$ cat src/verilog/amc_regs.svh
// Register map, field positions, reset values and timing counts of the audio clocking block
`ifndef AMC_REGS_SVH
`define AMC_REGS_SVH
////////////////////////////////////////////////////////////////////////////////
////////////////////////////////////////////////////////////////////////////////
// Byte offsets
`define AMC_CTRL_OFS 8'h00
`define AMC_STATUS_OFS 8'h04
`define AMC_PERIOD_OFS 8'h08
`define AMC_TXDATA_OFS 8'h0C
`define AMC_MICDATA_OFS 8'h10
// Control fields
`define AMC_C_ENABLE 0
`define AMC_C_MASTER 1
`define AMC_C_DRATE 2
`define AMC_C_MUSIC 3
`define AMC_C_OSR64 4
`define AMC_C_SLOT 5
`define AMC_C_RATE_LSB 8
`define AMC_C_MDIV_LSB 12
// Status fields
`define AMC_S_LOCKED 0
`define AMC_S_RATE_ERR 1
`define AMC_S_RATIO_ERR 2
`define AMC_S_LOCK_TMO 3
`define AMC_S_LOCK_LOST 4
`define AMC_S_SDO_DRIVE 5
// Reset values
`define AMC_CTRL_RST 32'h0000_0000
`define AMC_TXDATA_RST 16'h0000
// Timing
`define AMC_CLK_HZ 100000000
`define AMC_CLK_MHZ 100
`define AMC_LOCK_MAX_MS 7
`define AMC_LOCK_CYC (`AMC_LOCK_MAX_MS * (`AMC_CLK_HZ / 1000))
`define AMC_JITTER_NS 100
`define AMC_JITTER_CYC ((`AMC_JITTER_NS * `AMC_CLK_MHZ) / 1000)
`define AMC_GLITCH_NS 50
`define AMC_GLITCH_CYC ((`AMC_GLITCH_NS * `AMC_CLK_MHZ) / 1000)
`define AMC_LOCK_FRAMES 4
`define AMC_PER_8K (`AMC_CLK_HZ / 8000)
`define AMC_PER_48K_LO (`AMC_CLK_HZ / 48000)
`define AMC_PER_48K_HI ((`AMC_CLK_HZ + 47999) / 48000)
`define AMC_PER_96K (`AMC_CLK_HZ / 96000)
`define AMC_RATIO_VOICE 256
`define AMC_RATIO_OSR64 208
`define AMC_RATIO_DRATE 128
`define AMC_TX_BITS 16
`endif

$ cat src/verilog/amc_pkg.sv
// Types shared by the audio clocking block
package amc_pkg;
  // Frame lock tracker states
  typedef enum logic [1:0] {
    LK_OFF,
    LK_ACQUIRE,
    LK_LOCKED
  } amc_lock_type;
endpackage : amc_pkg

$ cat src/verilog/amc_mic_div.sv
// Divider that makes the microphone clock and its edge pulses
`timescale 1ns/1ps
module amc_mic_div (
  input wire logic clock,
  input wire logic resetn,
  input wire logic [2:0] mic_clock_divider_select,
  output logic mic_clock_out,
  output logic mic_rise,
  output logic mic_fall
);
  logic [3:0] cnt;
  logic [3:0] div;
  logic [3:0] next_cnt;
  logic next_out;

  // Select code to divisor; unsupported codes fall back to eight
  always_comb begin
    unique case (mic_clock_divider_select)
      3'h0: div = 4'h2;
      3'h1: div = 4'h3;
      3'h2: div = 4'h4;
      3'h3: div = 4'h5;
      3'h4: div = 4'h6;
      3'h5: div = 4'h8;
      default: div = 4'h8;
    endcase
  end

  // Count wraps at the divisor; odd divisors run low one cycle longer
  always_comb begin
    next_cnt = (cnt >= div - 4'h1) ? 4'h0 : cnt + 4'h1;
    next_out = next_cnt < (div >> 1);
  end

  // Clock and one-cycle edge pulses, all registered
  always_ff @(posedge clock or negedge resetn) begin
    if (!resetn) begin
      cnt <= 4'h0;
      mic_clock_out <= 1'b0;
      mic_rise <= 1'b0;
      mic_fall <= 1'b0;
    end else begin
      cnt <= next_cnt;
      mic_clock_out <= next_out;
      mic_rise <= next_out & ~mic_clock_out;
      mic_fall <= ~next_out & mic_clock_out;
    end
  end
endmodule : amc_mic_div

$ cat src/verilog/amc_clocking.sv
// Frame clock checking and generation, lock tracking, mic clock, slot output, control-line filter
//
// The register addresses and the Avalon-MM slave port are this design's own decisions.
`timescale 1ns/1ps
`include "amc_regs.svh"
module amc_clocking #(
  parameter int unsigned LOCK_TIMEOUT_CYC = `AMC_LOCK_CYC
) (
  input wire logic clock,
  input wire logic resetn,
  input wire logic [7:0] avs_address,
  input wire logic avs_read,
  input wire logic avs_write,
  input wire logic [3:0] avs_byteenable,
  input wire logic [31:0] avs_writedata,
  output logic [31:0] avs_readdata,
  output logic avs_waitrequest,
  input wire logic frame_clock_in,
  output logic frame_clock_out,
  output logic frame_clock_oe_n,
  input wire logic bit_clock_in,
  output logic serial_data_out,
  output logic serial_data_oe_n,
  output logic mic_clock_out,
  input wire logic mic_data_in,
  input wire logic ctl_scl_in,
  input wire logic ctl_sda_in,
  output logic ctl_scl_filtered,
  output logic ctl_sda_filtered,
  output logic pll_locked
);
  ////////////////////////////////////////////////////////////////////////////
  // Helpers
  function automatic logic [31:0] be_merge(input logic [31:0] old, input logic [31:0] wd,
                                           input logic [3:0] be);
    logic [31:0] r;
    r = old;
    for (int i = 0; i < 4; i++) begin
      if (be[i]) begin
        r[i*8 +: 8] = wd[i*8 +: 8];
      end
    end
    return r;
  endfunction : be_merge

  // Least period in clocks for the selected filter set
  function automatic logic [15:0] min_ratio(input logic drate, input logic music, input logic osr64);
    if (drate) begin
      return 16'(`AMC_RATIO_DRATE);
    end else if (music && osr64) begin
      return 16'(`AMC_RATIO_OSR64);
    end
    return 16'(`AMC_RATIO_VOICE);
  endfunction : min_ratio

  function automatic logic [15:0] abs_diff(input logic [15:0] a, input logic [15:0] b);
    return (a > b) ? a - b : b - a;
  endfunction : abs_diff

  // Nominal frame rate per code; unlisted codes run the 48 kHz default
  function automatic logic [31:0] rate_of(input logic [3:0] code);
    unique case (code)
      4'h8: return 32'd8000;
      4'h9: return 32'd11025;
      4'hA: return 32'd12000;
      4'hB: return 32'd16000;
      4'hC: return 32'd22050;
      4'hD: return 32'd24000;
      4'hE: return 32'd32000;
      4'hF: return 32'd44100;
      default: return 32'd48000;
    endcase
  endfunction : rate_of

  ////////////////////////////////////////////////////////////////////////////
  // Pin synchronisers: frame, bit clock, mic data, scl, sda; reset to idle levels so no false edge follows
  logic [4:0] pin_meta;
  logic [4:0] pin_sync;
  logic [2:0] pin_last;
  always_ff @(posedge clock or negedge resetn) begin
    if (!resetn) begin
      pin_meta <= 5'h1A;
      pin_sync <= 5'h1A;
      pin_last <= 3'h2;
    end else begin
      pin_meta <= {ctl_sda_in, ctl_scl_in, mic_data_in, bit_clock_in, frame_clock_in};
      pin_sync <= pin_meta;
      pin_last <= pin_sync[2:0];
    end
  end
  logic frame_rise;
  logic bit_fall;
  assign frame_rise = pin_sync[0] & ~pin_last[0];
  assign bit_fall = ~pin_sync[1] & pin_last[1];

  ////////////////////////////////////////////////////////////////////////////
  // Register bus: one wait cycle on every access
  logic ack;
  logic [31:0] ctrl;
  logic [15:0] tx_word;
  logic wr_go;
  logic rd_go;
  assign avs_waitrequest = (avs_read | avs_write) & ~ack;
  assign wr_go = avs_write & ack;
  assign rd_go = avs_read & ~ack;
  always_ff @(posedge clock or negedge resetn) begin
    if (!resetn) begin
      ack <= 1'b0;
    end else begin
      ack <= (avs_read | avs_write) & ~ack;
    end
  end

  // Control fields
  logic enable, master, drate, music, osr64, slot_mode;
  logic [3:0] sample_rate_code;
  logic [2:0] mic_clock_divider_select;
  assign enable = ctrl[`AMC_C_ENABLE];
  assign master = ctrl[`AMC_C_MASTER];
  assign drate = ctrl[`AMC_C_DRATE];
  assign music = ctrl[`AMC_C_MUSIC];
  assign osr64 = ctrl[`AMC_C_OSR64];
  assign slot_mode = ctrl[`AMC_C_SLOT];
  assign sample_rate_code = ctrl[`AMC_C_RATE_LSB +: 4];
  assign mic_clock_divider_select = ctrl[`AMC_C_MDIV_LSB +: 3];

  // Writable registers
  always_ff @(posedge clock or negedge resetn) begin
    if (!resetn) begin
      ctrl <= `AMC_CTRL_RST;
      tx_word <= `AMC_TXDATA_RST;
    end else if (wr_go) begin
      if (avs_address == `AMC_CTRL_OFS) begin
        ctrl <= be_merge(ctrl, avs_writedata, avs_byteenable) & 32'h0000_7F3F;
      end
      if (avs_address == `AMC_TXDATA_OFS) begin
        tx_word <= 16'(be_merge({16'h0000, tx_word}, avs_writedata, avs_byteenable));
      end
    end
  end

  ////////////////////////////////////////////////////////////////////////////
  // Frame period measurement on the synchronised frame pin
  logic [15:0] per_cnt;
  logic [15:0] period;
  logic [15:0] prev_period;
  logic per_done;
  logic per_stall;
  assign per_stall = per_cnt == 16'hFFFF;
  always_ff @(posedge clock or negedge resetn) begin
    if (!resetn) begin
      per_cnt <= 16'h0000;
      period <= 16'h0000;
      prev_period <= 16'h0000;
      per_done <= 1'b0;
    end else begin
      per_done <= frame_rise & enable;
      if (frame_rise) begin
        per_cnt <= 16'h0001;
        period <= per_cnt;
        prev_period <= period;
      end else if (!per_stall) begin
        per_cnt <= per_cnt + 16'h0001;
      end
    end
  end

  // Rate and ratio checks per finished period
  logic rate_bad;
  logic ratio_bad;
  always_comb begin
    if (drate) begin
      rate_bad = period < 16'(`AMC_PER_96K) || period > 16'(`AMC_PER_48K_HI);
    end else begin
      rate_bad = period < 16'(`AMC_PER_48K_LO) || period > 16'(`AMC_PER_8K);
    end
    ratio_bad = period < min_ratio(drate, music, osr64);
  end

  ////////////////////////////////////////////////////////////////////////////
  // Lock tracker: consistent periods lead to lock; a timeout only flags and restarts, acquisition goes on
  amc_pkg::amc_lock_type lk_state;
  logic [2:0] good_cnt;
  logic [19:0] lk_timer;
  logic jit_ok;
  logic lock_tmo_ev;
  logic lock_lost_ev;
  assign jit_ok = abs_diff(period, prev_period) <= 16'(`AMC_JITTER_CYC);
  assign lock_tmo_ev = lk_state == amc_pkg::LK_ACQUIRE && lk_timer == 20'(LOCK_TIMEOUT_CYC - 1);
  assign lock_lost_ev = lk_state == amc_pkg::LK_LOCKED && ((per_done && !jit_ok) || per_stall);
  always_ff @(posedge clock or negedge resetn) begin
    if (!resetn) begin
      lk_state <= amc_pkg::LK_OFF;
      good_cnt <= 3'h0;
      lk_timer <= 20'h0_0000;
    end else if (!enable) begin
      lk_state <= amc_pkg::LK_OFF;
    end else begin
      unique case (lk_state)
        amc_pkg::LK_OFF: begin
          lk_state <= amc_pkg::LK_ACQUIRE;
          good_cnt <= 3'h0;
          lk_timer <= 20'h0_0000;
        end
        amc_pkg::LK_ACQUIRE: begin
          // Timer restarts after each timeout so acquisition keeps trying
          lk_timer <= lock_tmo_ev ? 20'h0_0000 : lk_timer + 20'h0_0001;
          if (per_done) begin
            good_cnt <= jit_ok ? good_cnt + 3'h1 : 3'h0;
            if (jit_ok && good_cnt == 3'(`AMC_LOCK_FRAMES - 1)) begin
              lk_state <= amc_pkg::LK_LOCKED;
            end
          end
        end
        amc_pkg::LK_LOCKED: begin
          // Periods within the jitter window keep lock
          if (lock_lost_ev) begin
            lk_state <= amc_pkg::LK_ACQUIRE;
            good_cnt <= 3'h0;
            lk_timer <= 20'h0_0000;
          end
        end
      endcase
    end
  end
  assign pll_locked = lk_state == amc_pkg::LK_LOCKED;

  ////////////////////////////////////////////////////////////////////////////
  // Sticky status; a set in the clearing cycle wins
  logic [3:0] sticky;
  logic [3:0] sticky_set;
  assign sticky_set = {lock_lost_ev, lock_tmo_ev, per_done & ratio_bad, per_done & rate_bad};
  always_ff @(posedge clock or negedge resetn) begin
    if (!resetn) begin
      sticky <= 4'h0;
    end else begin
      if (wr_go && avs_address == `AMC_STATUS_OFS) begin
        sticky <= (sticky & ~avs_writedata[`AMC_S_LOCK_LOST:`AMC_S_RATE_ERR]) | sticky_set;
      end else begin
        sticky <= sticky | sticky_set;
      end
    end
  end

  ////////////////////////////////////////////////////////////////////////////
  // Master frame generator: Bresenham step of twice the rate against the clock
  // keeps the average exact, at the cost of one clock of edge wander
  logic [31:0] fg_acc;
  logic [32:0] fg_sum;
  logic fg_wrap;
  assign fg_sum = {1'b0, fg_acc} + {rate_of(sample_rate_code), 1'b0};
  assign fg_wrap = fg_sum >= 33'(`AMC_CLK_HZ);
  always_ff @(posedge clock or negedge resetn) begin
    if (!resetn) begin
      fg_acc <= 32'h0000_0000;
      frame_clock_out <= 1'b0;
      frame_clock_oe_n <= 1'b1;
    end else if (enable && master) begin
      frame_clock_oe_n <= 1'b0;
      fg_acc <= fg_wrap ? 32'(fg_sum - 33'(`AMC_CLK_HZ)) : fg_sum[31:0];
      if (fg_wrap) begin
        frame_clock_out <= ~frame_clock_out;
      end
    end else begin
      fg_acc <= 32'h0000_0000;
      frame_clock_out <= 1'b0;
      frame_clock_oe_n <= 1'b1;
    end
  end

  ////////////////////////////////////////////////////////////////////////////
  // Serial data output: MSB on the first bit clock fall after a frame start
  logic tx_pend;
  logic [15:0] tx_shift;
  logic [3:0] tx_left;
  logic tx_drive;
  logic lsb_end;
  assign lsb_end = bit_fall && !tx_pend && tx_drive && tx_left == 4'h0;
  always_ff @(posedge clock or negedge resetn) begin
    if (!resetn) begin
      tx_pend <= 1'b0;
      tx_shift <= 16'h0000;
      tx_left <= 4'h0;
      tx_drive <= 1'b0;
    end else if (!enable) begin
      tx_pend <= 1'b0;
      tx_drive <= 1'b0;
    end else begin
      if (frame_rise) begin
        tx_pend <= 1'b1;
      end else if (bit_fall && tx_pend) begin
        tx_pend <= 1'b0;
      end
      if (bit_fall && tx_pend) begin
        tx_shift <= tx_word;
        tx_left <= 4'(`AMC_TX_BITS - 1);
        tx_drive <= 1'b1;
      end else if (bit_fall && tx_left != 4'h0) begin
        tx_shift <= {tx_shift[14:0], 1'b0};
        tx_left <= tx_left - 4'h1;
      end else if (lsb_end && slot_mode) begin
        tx_drive <= 1'b0;
      end
    end
  end
  assign serial_data_out = tx_shift[15];
  assign serial_data_oe_n = ~tx_drive;

  ////////////////////////////////////////////////////////////////////////////
  // Mic clock and dual-edge capture: left on rise, right on fall
  logic mic_rise;
  logic mic_fall;
  logic [15:0] mic_left;
  logic [15:0] mic_right;
  amc_mic_div u_mic_div (
    .clock(clock),
    .resetn(resetn),
    .mic_clock_divider_select(mic_clock_divider_select),
    .mic_clock_out(mic_clock_out),
    .mic_rise(mic_rise),
    .mic_fall(mic_fall)
  );
  always_ff @(posedge clock or negedge resetn) begin
    if (!resetn) begin
      mic_left <= 16'h0000;
      mic_right <= 16'h0000;
    end else begin
      if (mic_rise) begin
        mic_left <= {mic_left[14:0], pin_sync[2]};
      end
      if (mic_fall) begin
        mic_right <= {mic_right[14:0], pin_sync[2]};
      end
    end
  end

  ////////////////////////////////////////////////////////////////////////////
  // Control line spike filter: a level must persist past the spike width
  logic [1:0] ctl_filt;
  logic [2:0] gl_cnt [2];
  always_ff @(posedge clock or negedge resetn) begin
    if (!resetn) begin
      ctl_filt <= 2'b11;
      gl_cnt[0] <= 3'h0;
      gl_cnt[1] <= 3'h0;
    end else begin
      for (int i = 0; i < 2; i++) begin
        if (pin_sync[3+i] == ctl_filt[i]) begin
          gl_cnt[i] <= 3'h0;
        end else if (gl_cnt[i] == 3'(`AMC_GLITCH_CYC)) begin
          ctl_filt[i] <= pin_sync[3+i];
          gl_cnt[i] <= 3'h0;
        end else begin
          gl_cnt[i] <= gl_cnt[i] + 3'h1;
        end
      end
    end
  end
  assign ctl_scl_filtered = ctl_filt[0];
  assign ctl_sda_filtered = ctl_filt[1];

  ////////////////////////////////////////////////////////////////////////////
  // Read data, loaded in the wait cycle; unmapped offsets read zero
  always_ff @(posedge clock or negedge resetn) begin
    if (!resetn) begin
      avs_readdata <= 32'h0000_0000;
    end else if (rd_go) begin
      unique case (avs_address)
        `AMC_CTRL_OFS: avs_readdata <= ctrl;
        `AMC_STATUS_OFS: avs_readdata <= {26'h000_0000, tx_drive, sticky, pll_locked};
        `AMC_PERIOD_OFS: avs_readdata <= {16'h0000, period};
        `AMC_TXDATA_OFS: avs_readdata <= {16'h0000, tx_word};
        `AMC_MICDATA_OFS: avs_readdata <= {mic_right, mic_left};
        default: avs_readdata <= 32'h0000_0000;
      endcase
    end
  end
endmodule : amc_clocking

$ cat config.mk
export PLATFORM = sky130hd
export DESIGN_NAME = amc_clocking
export DESIGN_NICKNAME = d
export VERILOG_FILES = /design/src/verilog/amc_pkg.sv /design/src/verilog/amc_mic_div.sv /design/src/verilog/amc_clocking.sv
export VERILOG_INCLUDE_DIRS = /design/src /design/src/verilog
export SDC_FILE = /design/constraint.sdc
export NUM_CORES = 1
export LEC_CHECK = 0
export BUFFER_PORTS_ARGS = -buffer_cell sky130_fd_sc_hd__buf_2
export CAP_MARGIN = 10
export CELL_PAD_IN_SITES_DETAIL_PLACEMENT = 0
export CELL_PAD_IN_SITES_GLOBAL_PLACEMENT = 1
export CORE_UTILIZATION = 35
export DETAILED_ROUTE_END_ITERATION = 10
export PLACE_DENSITY = 0.59
export SYNTH_ARGS = -nofsm -noshare
export SYNTH_HDL_FRONTEND = slang
export SYNTH_HIERARCHICAL = 1
export SYNTH_SLANG_ARGS = --single-unit
export TNS_END_PERCENT = 100
$ cat constraint.sdc
create_clock -name clock -period 6.05 [get_ports clock]
set_input_delay 0.3025 -clock clock [delete_from_list [all_inputs] [get_ports clock]]
set_output_delay 0.3025 -clock clock [all_outputs]
set_load 0.1 [all_outputs]
[Word-level counts from Yosys, hierarchy flattened]
Memory sizes are Yosys's and may differ from the RTL's.
Index checks and enable logic that the tools add are counted.
Storage, ports and cells
  input port bits: 53
  bits in read-only memories: 240
  output and inout port bits: 41
  memories kept: 1
  register bits after elaboration: 255
Memory list
  (name not given): depth 16, bits a word 15, read ports 1, clocked after Yosys merged registers in 0, wr ports 0, RTL line amc_clocking.sv:62  | unique case (code)
Operators by class
  bitwise gates (word level): 24
  reduce and logical (&&, ||, !) cells: 35
  mux-type cells: 45
  equality and inequality tests: 27
  add/subtract/negate cells: 12
  order comparisons: 10
Operators with widths (number)
  one-hot mux 32 bit (5 select lines): 1
  two-way mux 16 bit: 8
  two-way mux 32 bit: 2
  one-hot mux 20 bit (3 select lines): 1
  two-way mux 20 bit: 2
  adder 32 x 33 -> 33 bit: 1
  >= comparator 33 x 27 -> 1 bit (second input constant): 1
  subtractor 16 bit: 2
  subtractor 32 x 27 -> 32 bit (second input constant): 1
  two-way mux 3 bit: 7
  adder 20 x 1 -> 20 bit (second input constant): 1
  equality test 20 bit (second input constant): 1
  one-hot mux 4 bit (5 select lines): 1
  AND reduction 3 bit: 6
  adder 16 x 1 -> 16 bit (second input constant): 1
  equality test 16 bit (second input constant): 1
  equality test 8 x 4 -> 1 bit (second input constant): 2
  greater-than comparator 16 x 12 -> 1 bit (second input constant): 1
  greater-than comparator 16 x 14 -> 1 bit (second input constant): 1
  greater-than comparator 16 bit: 1
  less-or-equal comparator 16 x 4 -> 1 bit (second input constant): 1
  < comparator 16 x 11 -> 1 bit (second input constant): 1
  < comparator 16 x 12 -> 1 bit (second input constant): 1
  < comparator 16 bit: 1
  39 further kinds: 107

[Depth between registers and ports, before layout]
Gate-level depths: netlist (run 1).
  depth in word-level cells: 10
  depth in mapped cells: 22

[By module]
The synthesis (run 1) kept the hierarchy.
Modules (own cells, without submodules)
  amc_clocking: instances 1, sequential area each 6193.4 µm², cells each 1545, area each 14687.8 µm²
  amc_mic_div: instances 1, sequential area each 175.2 µm², cells each 48, area each 494.2 µm²

[Worst setup path after synthesis (run 1)]
Ideal clock, no wire load.
  path type: register -> register
  from: reg ctrl[10]
  to: reg fg_acc[21]
  stages on the path, launching flop included: 19
  data arrival time: 4.008 ns
  buffers on the path: 4
  setup slack: 1.964 ns
  clock period less this slack: 4.086 ns
  cells stage by stage: dfrtp_1 buf_2 clkbuf_1 nand2_1 or2_2 ha_1 a21oi_1 o21ai_0 mux2_2 nor4_2 nand3_1 nor3_2 a21oi_1 o21ai_2 a311o_1 buf_4 buf_4 nand4_1 a21oi_1
On the way
  longest elaborated chain between the ends: 5
RTL lines
  from (decl): RTL line amc_clocking.sv:99  | logic [31:0] ctrl;
  from (signal assigned): RTL line amc_clocking.sv:130  | ctrl <= `AMC_CTRL_RST;
  from (signal assigned): RTL line amc_clocking.sv:134  | ctrl <= be_merge(ctrl, avs_writedata, avs_byteenable) & 32'h0000_7F3F;
  memory (16 x 15 bit) *
  adder 32 x 33 -> 33 bit *: RTL line amc_clocking.sv:251  | assign fg_sum = {1'b0, fg_acc} + {rate_of(sample_rate_code), 1'b0};
  subtractor 32 x 27 -> 32 bit or >= comparator 33 x 27 -> 1 bit (tied branches): RTL line amc_clocking.sv:260, amc_clocking.sv:252
  two-way mux 32 bit *: RTL line amc_clocking.sv:260  | fg_acc <= fg_wrap ? 32'(fg_sum - 33'(`AMC_CLK_HZ)) : fg_sum[31:0];
  two-way mux 32 bit *: RTL line amc_clocking.sv:258  | end else if (enable && master) begin
  to (signal assigned): RTL line amc_clocking.sv:260
  to (decl): RTL line amc_clocking.sv:248  | logic [31:0] fg_acc;
Every way passes the cells marked *; elsewhere a longest branch is shown, timed or not.
A chain may end at the register's enable or synchronous reset.

[Worst setup path in the final report (run 1)]
  from: reg ctrl[8]
  to: reg fg_acc[31]
Same word-level chain as after synthesis.

==> results of run 1 <==
[sequential cells by signal, indices dropped and copies added (netlist names), 13 cells and up]
register,count
per_cnt,16
tx_word,16
lk_timer,20
fg_acc,31
ctrl,13
tx_shift,16
avs_readdata,32
mic_right,16
mic_left,16
prev_period,16
period,16
[kinds of logic after synthesis]
| group | Yosys count | synth area share, % |
|---|---|---|
| compound gates | 434 | 19.3 |
| xor+xnor | 49 | 2.83 |
| fa+ha+maj | 68 | 5.75 |
| buf+inv | 135 | 3.61 |
| flops | 254 | 41.9 |
| mux | 123 | 8.64 |
| other cells | 1 | 0.0247 |
| simple gates | 529 | 17.9 |
[power by group through the flow]
stage | Combinational [uW] | Clock, uW | Sequential [uW]
final | 1930 | 1930 | 2160
after detailed placement | 1900 | 0 | 2190
after global routing | 2150 | 2060 | 2200
after floorplan | 1470 | 0 | 2160
after global placement | 1900 | 0 | 2190
after CTS | 1930 | 1990 | 2170
[layer usage]
metal,vias to the layer above,track usage [%]
met5,-,0
met4,0,5.06
met1,5906,27.6
met3,45,1.86
li1,5964,-
met2,194,29.7
[cell type report]
cell class / count / area, sq um / area share, %
Clock buffer: 43 / 891 / 5.12
Clock inverter: 15 / 173 / 0.992
Inverter: 67 / 251 / 1.45
Multi-Input combinational cell: 1204 / 8270 / 47.5
Sequential cell: 254 / 6370 / 36.6
Tap cell: 577 / 722 / 4.15
Timing Repair Buffer: 111 / 723 / 4.16
[placed cells by master (no fill, tap or decap), types with 59 or more instances in the layout]
master,synthesis,layout
dfrtp_1,244,244
nand2_1,171,171
o21ai_0,126,126
nor2_1,112,112
a21oi_1,76,76
buf_2,11,74
inv_1,65,65
ha_1,65,65
mux2_2,64,64
mux2i_1,59,59
[final timing paths]
path | endpoint | from | slack [ps] | depth (start not counted)
max | fg_acc[31]$_DFF_PN0_ | ctrl[8]$_DFFE_PN0P_ | 1010 | 15
min | ack$_DFF_PN0_ | avs_write | 50 | 3
max reg2reg | fg_acc[31]$_DFF_PN0_ | ctrl[8]$_DFFE_PN0P_ | 1010 | 15
min reg2reg | pin_sync[0]$_DFF_PN0_ | pin_meta[0]$_DFF_PN0_ | 350 | 0
max in group asynchronous | ctrl[10]$_DFFE_PN0P_ | resetn | 4300 | 3
min in group asynchronous | prev_period[0]$_DFFE_PN0P_ | resetn | 300 | 2
[tightest hold or removal path: stages]
cell    delay [ps]
buf_2          130
nor2_1         100
nor2_1          60
[stage by stage]
step           hold slack (ps)  util (%)  instance area [sq um]
3_3_place_gp               339      38.1                  16100
6_report                  51.3      41.1                  17400
2_1_floorplan             6.91         -                  15200
3_5_place_dp               337      38.1                  16100
5_1_grt                   45.3      41.1                  17400
4_1_cts                   14.4      41.1                  17400
==> results.cfg, run 1 <==
[synth]
synth_area_leaders = dfrtp_1 40%, ha_1 5.4%, mux2_2 4.7%
synth.top_cell.area_share_pct = 40.2
synth_seq_cells = 254
yosysTopAreaCell = dfrtp_1
ys.flop_type = dfrtp_1
syn_inst = 1593
post_synth_instance_area_sq_um = 15200
yosys_warnings = 6
yosysUniqueCellTypes = 101
yosysSeqAreaShare_pct = 41.9
postSynthAreaPerCell_sq_um = 9.53
synth_nets = 1714
ys_top_cells_by_count = 244 x dfrtp_1, 171 x nand2_1, 126 x o21ai_0
synth_edf_count = 0
synth-async-reset-ratio_pct = 100
yosysMostFrequentCell = dfrtp_1

[clock_network]
postCtsHoldBufs = 22
cts_resized = 0
cts_made_buffers = 31
path_clk_slew_ps = 60
post_cts_buffers = 0
clkLatencyLatePin_ps = 590
cts.htree.levels = 1
cts-root-buf = clkbuf_16
cts_tree = built
clock_sinks = 254
ctsLongestPathBuffers = 3

[global_route]
grt_pass1_vias = 12000
grt_start_max_net_pins = 179
antenna_found_initial = 0
globalRouteOverflowTotal = 0
grt_pass1_wl_um = 67000
grt.total_usage_pct = 18.9

[drt]
highest_layer = met4
dr.first_iter.drc_count = 746
wl_met2_um = 18600
post-route-drc-count = 0
first_pass_iters = 5
m1WireLength_um = 20300
wl_per_cell_um = 18.1
drt_wl_total_um = 41100
via_per_inst = 5.33
ant_nets = 0
num_vias = 12100
routed-wl-met3_um = 1300

[place]
pre_cts_ws_ps = 1040
gp_congestion = 0.855
placed_cells = 2191
hpwl_um = 29400
port_buffers = 75

[critical_path]
crit_buf_inv = 1
required_ps = 6540
end_kind = register
worst-path-max-fanout = 15
path_cells = inv_1 -> ha_1 -> or2_2 -> ha_1 -> a21oi_1 -> o21ai_0 -> mux2_2 -> nor4_2 -> nand3_1 -> nor3_2 -> a21oi_1 -> o21ai_1 -> a211oi_1 -> and3_1 -> nor3_1
cp_top_family = simple AND/OR/NAND/NOR gates
critPathSlowestCell = ha_1
arrival_ps = 5530
critical_path_class = register to register
startpoint_type = register
crit_path_max_incr_delay_ps = 580

[die]
die_w_um = 210
fp.dieH_um = 210
core_sq_um = 42300
io_pins = 94
start_util_pct = 35.9
rows = 75
dieArea_sq_um = 44200

[sta]
setup_ws_ps = 1010
drv_slew = 0
finalCritPeriodShare_pct = 83.3
finClkSkew_ps = 11.0
finalSetupTns_ps = 0
rsz0062_at_grt = no
fmax_mhz = 198
tightest_slew_ps = 1110
slew_headroom_pct = 26.2
setup_viol = 0
hold_viol_final = 0
period_needed_ps = 5040

[power]
power_density_nw_per_um2 = 346
clkPwrFrac_pct = 32.0
p_leak_uw = 0.00803
net-switching-power_uw = 2100
intPower_uw = 3910
power_frac_seq_pct = 36.0
ir_worst_vdd_uv = 193
netSwitchingFraction_pct = 35.0
p_comb_share_pct = 32.0
total_power_uw = 6020

[run]
maxCapViolCount = 0

[cells_and_area]
drive_above_1_share_pct = 15.6
n_fill_cell = 4194
fin_cells = 2271
syn_to_final_growth_pct = 14.6
final_nets = 1790
n_antenna_cell = 0

[min_path]
min_path_type = input port to register

[outcome]
outcome = completed
Power figures use the tool's default switching activity.
==> inputs of run 2 (changes only) <==
--- a/config.mk
+++ b/config.mk
@@ -6,13 +6,14 @@
 export SDC_FILE = /design/constraint.sdc
 export NUM_CORES = 1
 export LEC_CHECK = 0
+export ABC_AREA = 1
 export BUFFER_PORTS_ARGS = -buffer_cell sky130_fd_sc_hd__buf_2
 export CAP_MARGIN = 10
 export CELL_PAD_IN_SITES_DETAIL_PLACEMENT = 0
 export CELL_PAD_IN_SITES_GLOBAL_PLACEMENT = 1
 export CORE_UTILIZATION = 35
 export DETAILED_ROUTE_END_ITERATION = 10
-export PLACE_DENSITY = 0.59
+export PLACE_DENSITY = 0.62
 export SYNTH_ARGS = -nofsm -noshare
 export SYNTH_HDL_FRONTEND = slang
 export SYNTH_HIERARCHICAL = 1
==> constraint.sdc (replaced) <==
create_clock -name clock -period 5 [get_ports clock]
set_input_delay 0.25 -clock clock [delete_from_list [all_inputs] [get_ports clock]]
set_output_delay 0.25 -clock clock [all_outputs]
set_load 0.1 [all_outputs]
==> run 2 against run 1 <==
Combinational power is 9% higher. Via count is 18% higher. Clock-buffer cell count is 7 higher. Clock skew is 22 ps higher. Critical path type unchanged. Critical endpoint is now fg_acc[9]$_DFF_PN0_.
==> results.cfg, run 2 <==
[run]
maxCapViolCount = 0

[min_path]
min_path_type = input port to register

[clock_network]
post_cts_buffers = 0
postCtsHoldBufs = 19
cts-root-buf = clkbuf_16
clock_sinks = 254
cts_made_buffers = 34
cts_resized = 0
ctsLongestPathBuffers = 3
clkLatencyLatePin_ps = 570
cts.htree.levels = 2
cts_tree = built
path_clk_slew_ps = 60

[synth]
syn_inst = 2186
synth_seq_cells = 254
yosysTopAreaCell = dfrtp_1
synth_edf_count = 0
synth-async-reset-ratio_pct = 100
muxShareOfSynthArea_pct = 0.265
synth-simple-area-share_pct = 30.4
yosysMostFrequentCell = nand2_1
synth.top_cell.area_share_pct = 38.0
yosysUniqueCellTypes = 57
synth_nets = 2307
postSynthAreaPerCell_sq_um = 7.35
yosysSeqAreaShare_pct = 39.6
ys.flop_type = dfrtp_1
post_synth_instance_area_sq_um = 16100
yosys_warnings = 6
synth_xor_area_share_pct = 1.58
ys_top_cells_by_count = 568 x nand2_1, 287 x inv_1, 244 x dfrtp_1
synth_compound_area_share_pct = 13.7
synthAdderAreaFrac_pct = 5.44
synth_area_leaders = dfrtp_1 38%, nand2_1 13%, inv_1 6.7%
synth_top_family_by_area = simple AND/OR/NAND/NOR gates

[critical_path]
reg2reg_from = ctrl[8]$_DFFE_PN0P_
critical_path_class = register to register
worst-path-max-fanout = 32
rrSetupSlack_ps = 590
regToRegEndpoint = fg_acc[9]$_DFF_PN0_
end_kind = register
cp-startpoint = ctrl[8]$_DFFE_PN0P_
required_ps = 5430
worstRegToRegCells = 22
arrival_ps = 4840
cp-endpoint = fg_acc[9]$_DFF_PN0_
startpoint_type = register

[outcome]
outcome = completed

[power]
clkPwrFrac_pct = 35.4
power_frac_seq_pct = 34.9
intPower_uw = 4470
net-switching-power_uw = 2630
ir_worst_vdd_uv = 218
netSwitchingFraction_pct = 37.0
power_density_nw_per_um2 = 387
p_comb_share_pct = 29.7
p_leak_uw = 0.00890

[drt]
post-route-drc-count = 0
first_pass_iters = 8
drt_wl_total_um = 46300
num_vias = 14300
via_per_inst = 4.92
ant_nets = 0
wl_per_cell_um = 16.0
dr.first_iter.drc_count = 822

[die]
die_w_um = 216
core_sq_um = 45300
rows = 78
start_util_pct = 35.5
dieArea_sq_um = 46800
fp.dieH_um = 216
io_pins = 94

[cells_and_area]
final_common_cell = nand2_1
fin_util_pct = 40.6
n_fill_cell = 4830
n_antenna_cell = 0
final_nets = 2396
reg_top3 = avs_readdata x32, fg_acc x31, lk_timer x20
final_cell_mix = 568 x nand2_1, 287 x inv_1, 244 x dfrtp_1
largest_reg_flops = 32
top_register = avs_readdata
syn_to_final_growth_pct = 14.3
drive_above_1_share_pct = 12.4
stdcell_area_sq_um = 18400

[sta]
fmax_mhz = 227
finClkSkew_ps = 32.6
finalCritPeriodShare_pct = 88.2
hold_viol_final = 0
slew_headroom_pct = 26.9
tightest_slew_ps = 1090
drv_slew = 0
period_needed_ps = 4410
finalSetupTns_ps = 0
rsz0062_at_grt = no
setup_viol = 0

[global_route]
globalRouteOverflowTotal = 0
grt_pass1_wl_um = 75000
grt.total_usage_pct = 20.1
grt_pass1_vias = 13900
grt_start_max_net_pins = 115
antenna_found_initial = 1

[place]
gp_congestion = 0.830
port_buffers = 75
place_area_sq_um = 17000
hpwl_um = 34800
## run 2: cell types whose count changed in the layout (fill, tap and decap cells not counted), moves of 22 or more
cell / before / now
nor2_1: 112 / 210
o21ai_0: 126 / 154
nand3_1: 43 / 125
mux2i_1: 59 / 2
inv_1: 65 / 287
mux2_2: 64 / 2
nand2_2: 1 / 53
a22o_1: 27 / 0
nand2_1: 171 / 568
a21oi_1: 76 / 137
a21o_1: 23 / 0
xnor2_1: 29 / 7
and3_1: 29 / 2
## run 2: worst min-delay path by stage
stage	slack (ps)	from	depth (start not counted)	endpoint
2_1_floorplan	-50	resetn	0	ack$_DFF_PN0_
3_3_place_gp	340	pin_meta[2]$_DFF_PN0_	0	pin_sync[2]$_DFF_PN0_
3_5_place_dp	340	pin_meta[2]$_DFF_PN0_	0	pin_sync[2]$_DFF_PN0_
4_1_cts	10	avs_write	3	ack$_DFF_PN0_
5_1_grt	20	avs_write	3	ack$_DFF_PN0_
6_report	40	avs_write	3	ack$_DFF_PN0_
## run 2: power groups by stage
stage          Combinational (uW)  Sequential (uW)  Clock, uW
2_1_floorplan                1520             2580          0
3_3_place_gp                 2090             2510          0
3_5_place_dp                 2100             2510          0
4_1_cts                      2120             2480       2590
5_1_grt                      2410             2510       2670
6_report                     2110             2480       2510
## run 2: cell families (layout without fill, tap and decap cells)
| family | count (synthesis) | in the layout |
|---|---|---|
| compound gates | 387 | 387 |
| xor+xnor | 29 | 29 |
| fa+ha+maj | 68 | 68 |
| buf+inv | 351 | 464 |
| flops | 254 | 254 |
| mux | 4 | 4 |
| other cells | 1 | 1 |
| simple gates | 1092 | 1092 |
## run 2: per-stage QoR
step | std cells | worst slack, ps | power (uW) | hold slack, ps
after floorplan | 2186 | 1800 | 4100 | -45.6
after global placement | 2820 | 620 | 4600 | 336
after detailed placement | 2820 | 596 | 4610 | 340
after CTS | 2899 | 568 | 7190 | 13.2
after global routing | 2899 | 213 | 7600 | 24.7
final | 2899 | 591 | 7100 | 40.6
## run 2: layer usage
layer,wire (um),track usage [%],vias to the layer above
met3,1370,2.34,51
li1,-,-,7258
met5,0,0,-
met4,935,5.61,0
met1,22400,27.9,6746
met2,21600,33.1,213
## run 2: worst max-delay path, stage by stage, from the launching register on
cell and delay, ps:
dfrtp_1 410, inv_1 190, ha_1 200, inv_1 50, nor2_1 260, inv_1 140, ha_1 380, nand2_1 160
a21oi_1 150, nor2_1 70, o21ai_0 440, nand2_1 240, nand2_2 140, nand2_2 50, nand2_2 120, nand3_1 150
nor2_1 210, nand2_4 120, nand3_4 160, buf_4 390, nand2_1 90, o21ai_1 90, nor2_1 50
## run 2: final cells by class
| class | instances | area [sq um] | share of cell area (%) |
|---|---|---|---|
| Clock inverter | 10 | 165 | 0.899 |
| Inverter | 296 | 1110 | 6.06 |
| Clock buffer | 50 | 1000 | 5.45 |
| Timing Repair Buffer | 108 | 693 | 3.77 |
| Multi-Input combinational cell | 1581 | 8270 | 45.0 |
| Tap cell | 600 | 751 | 4.09 |
| Sequential cell | 254 | 6370 | 34.7 |
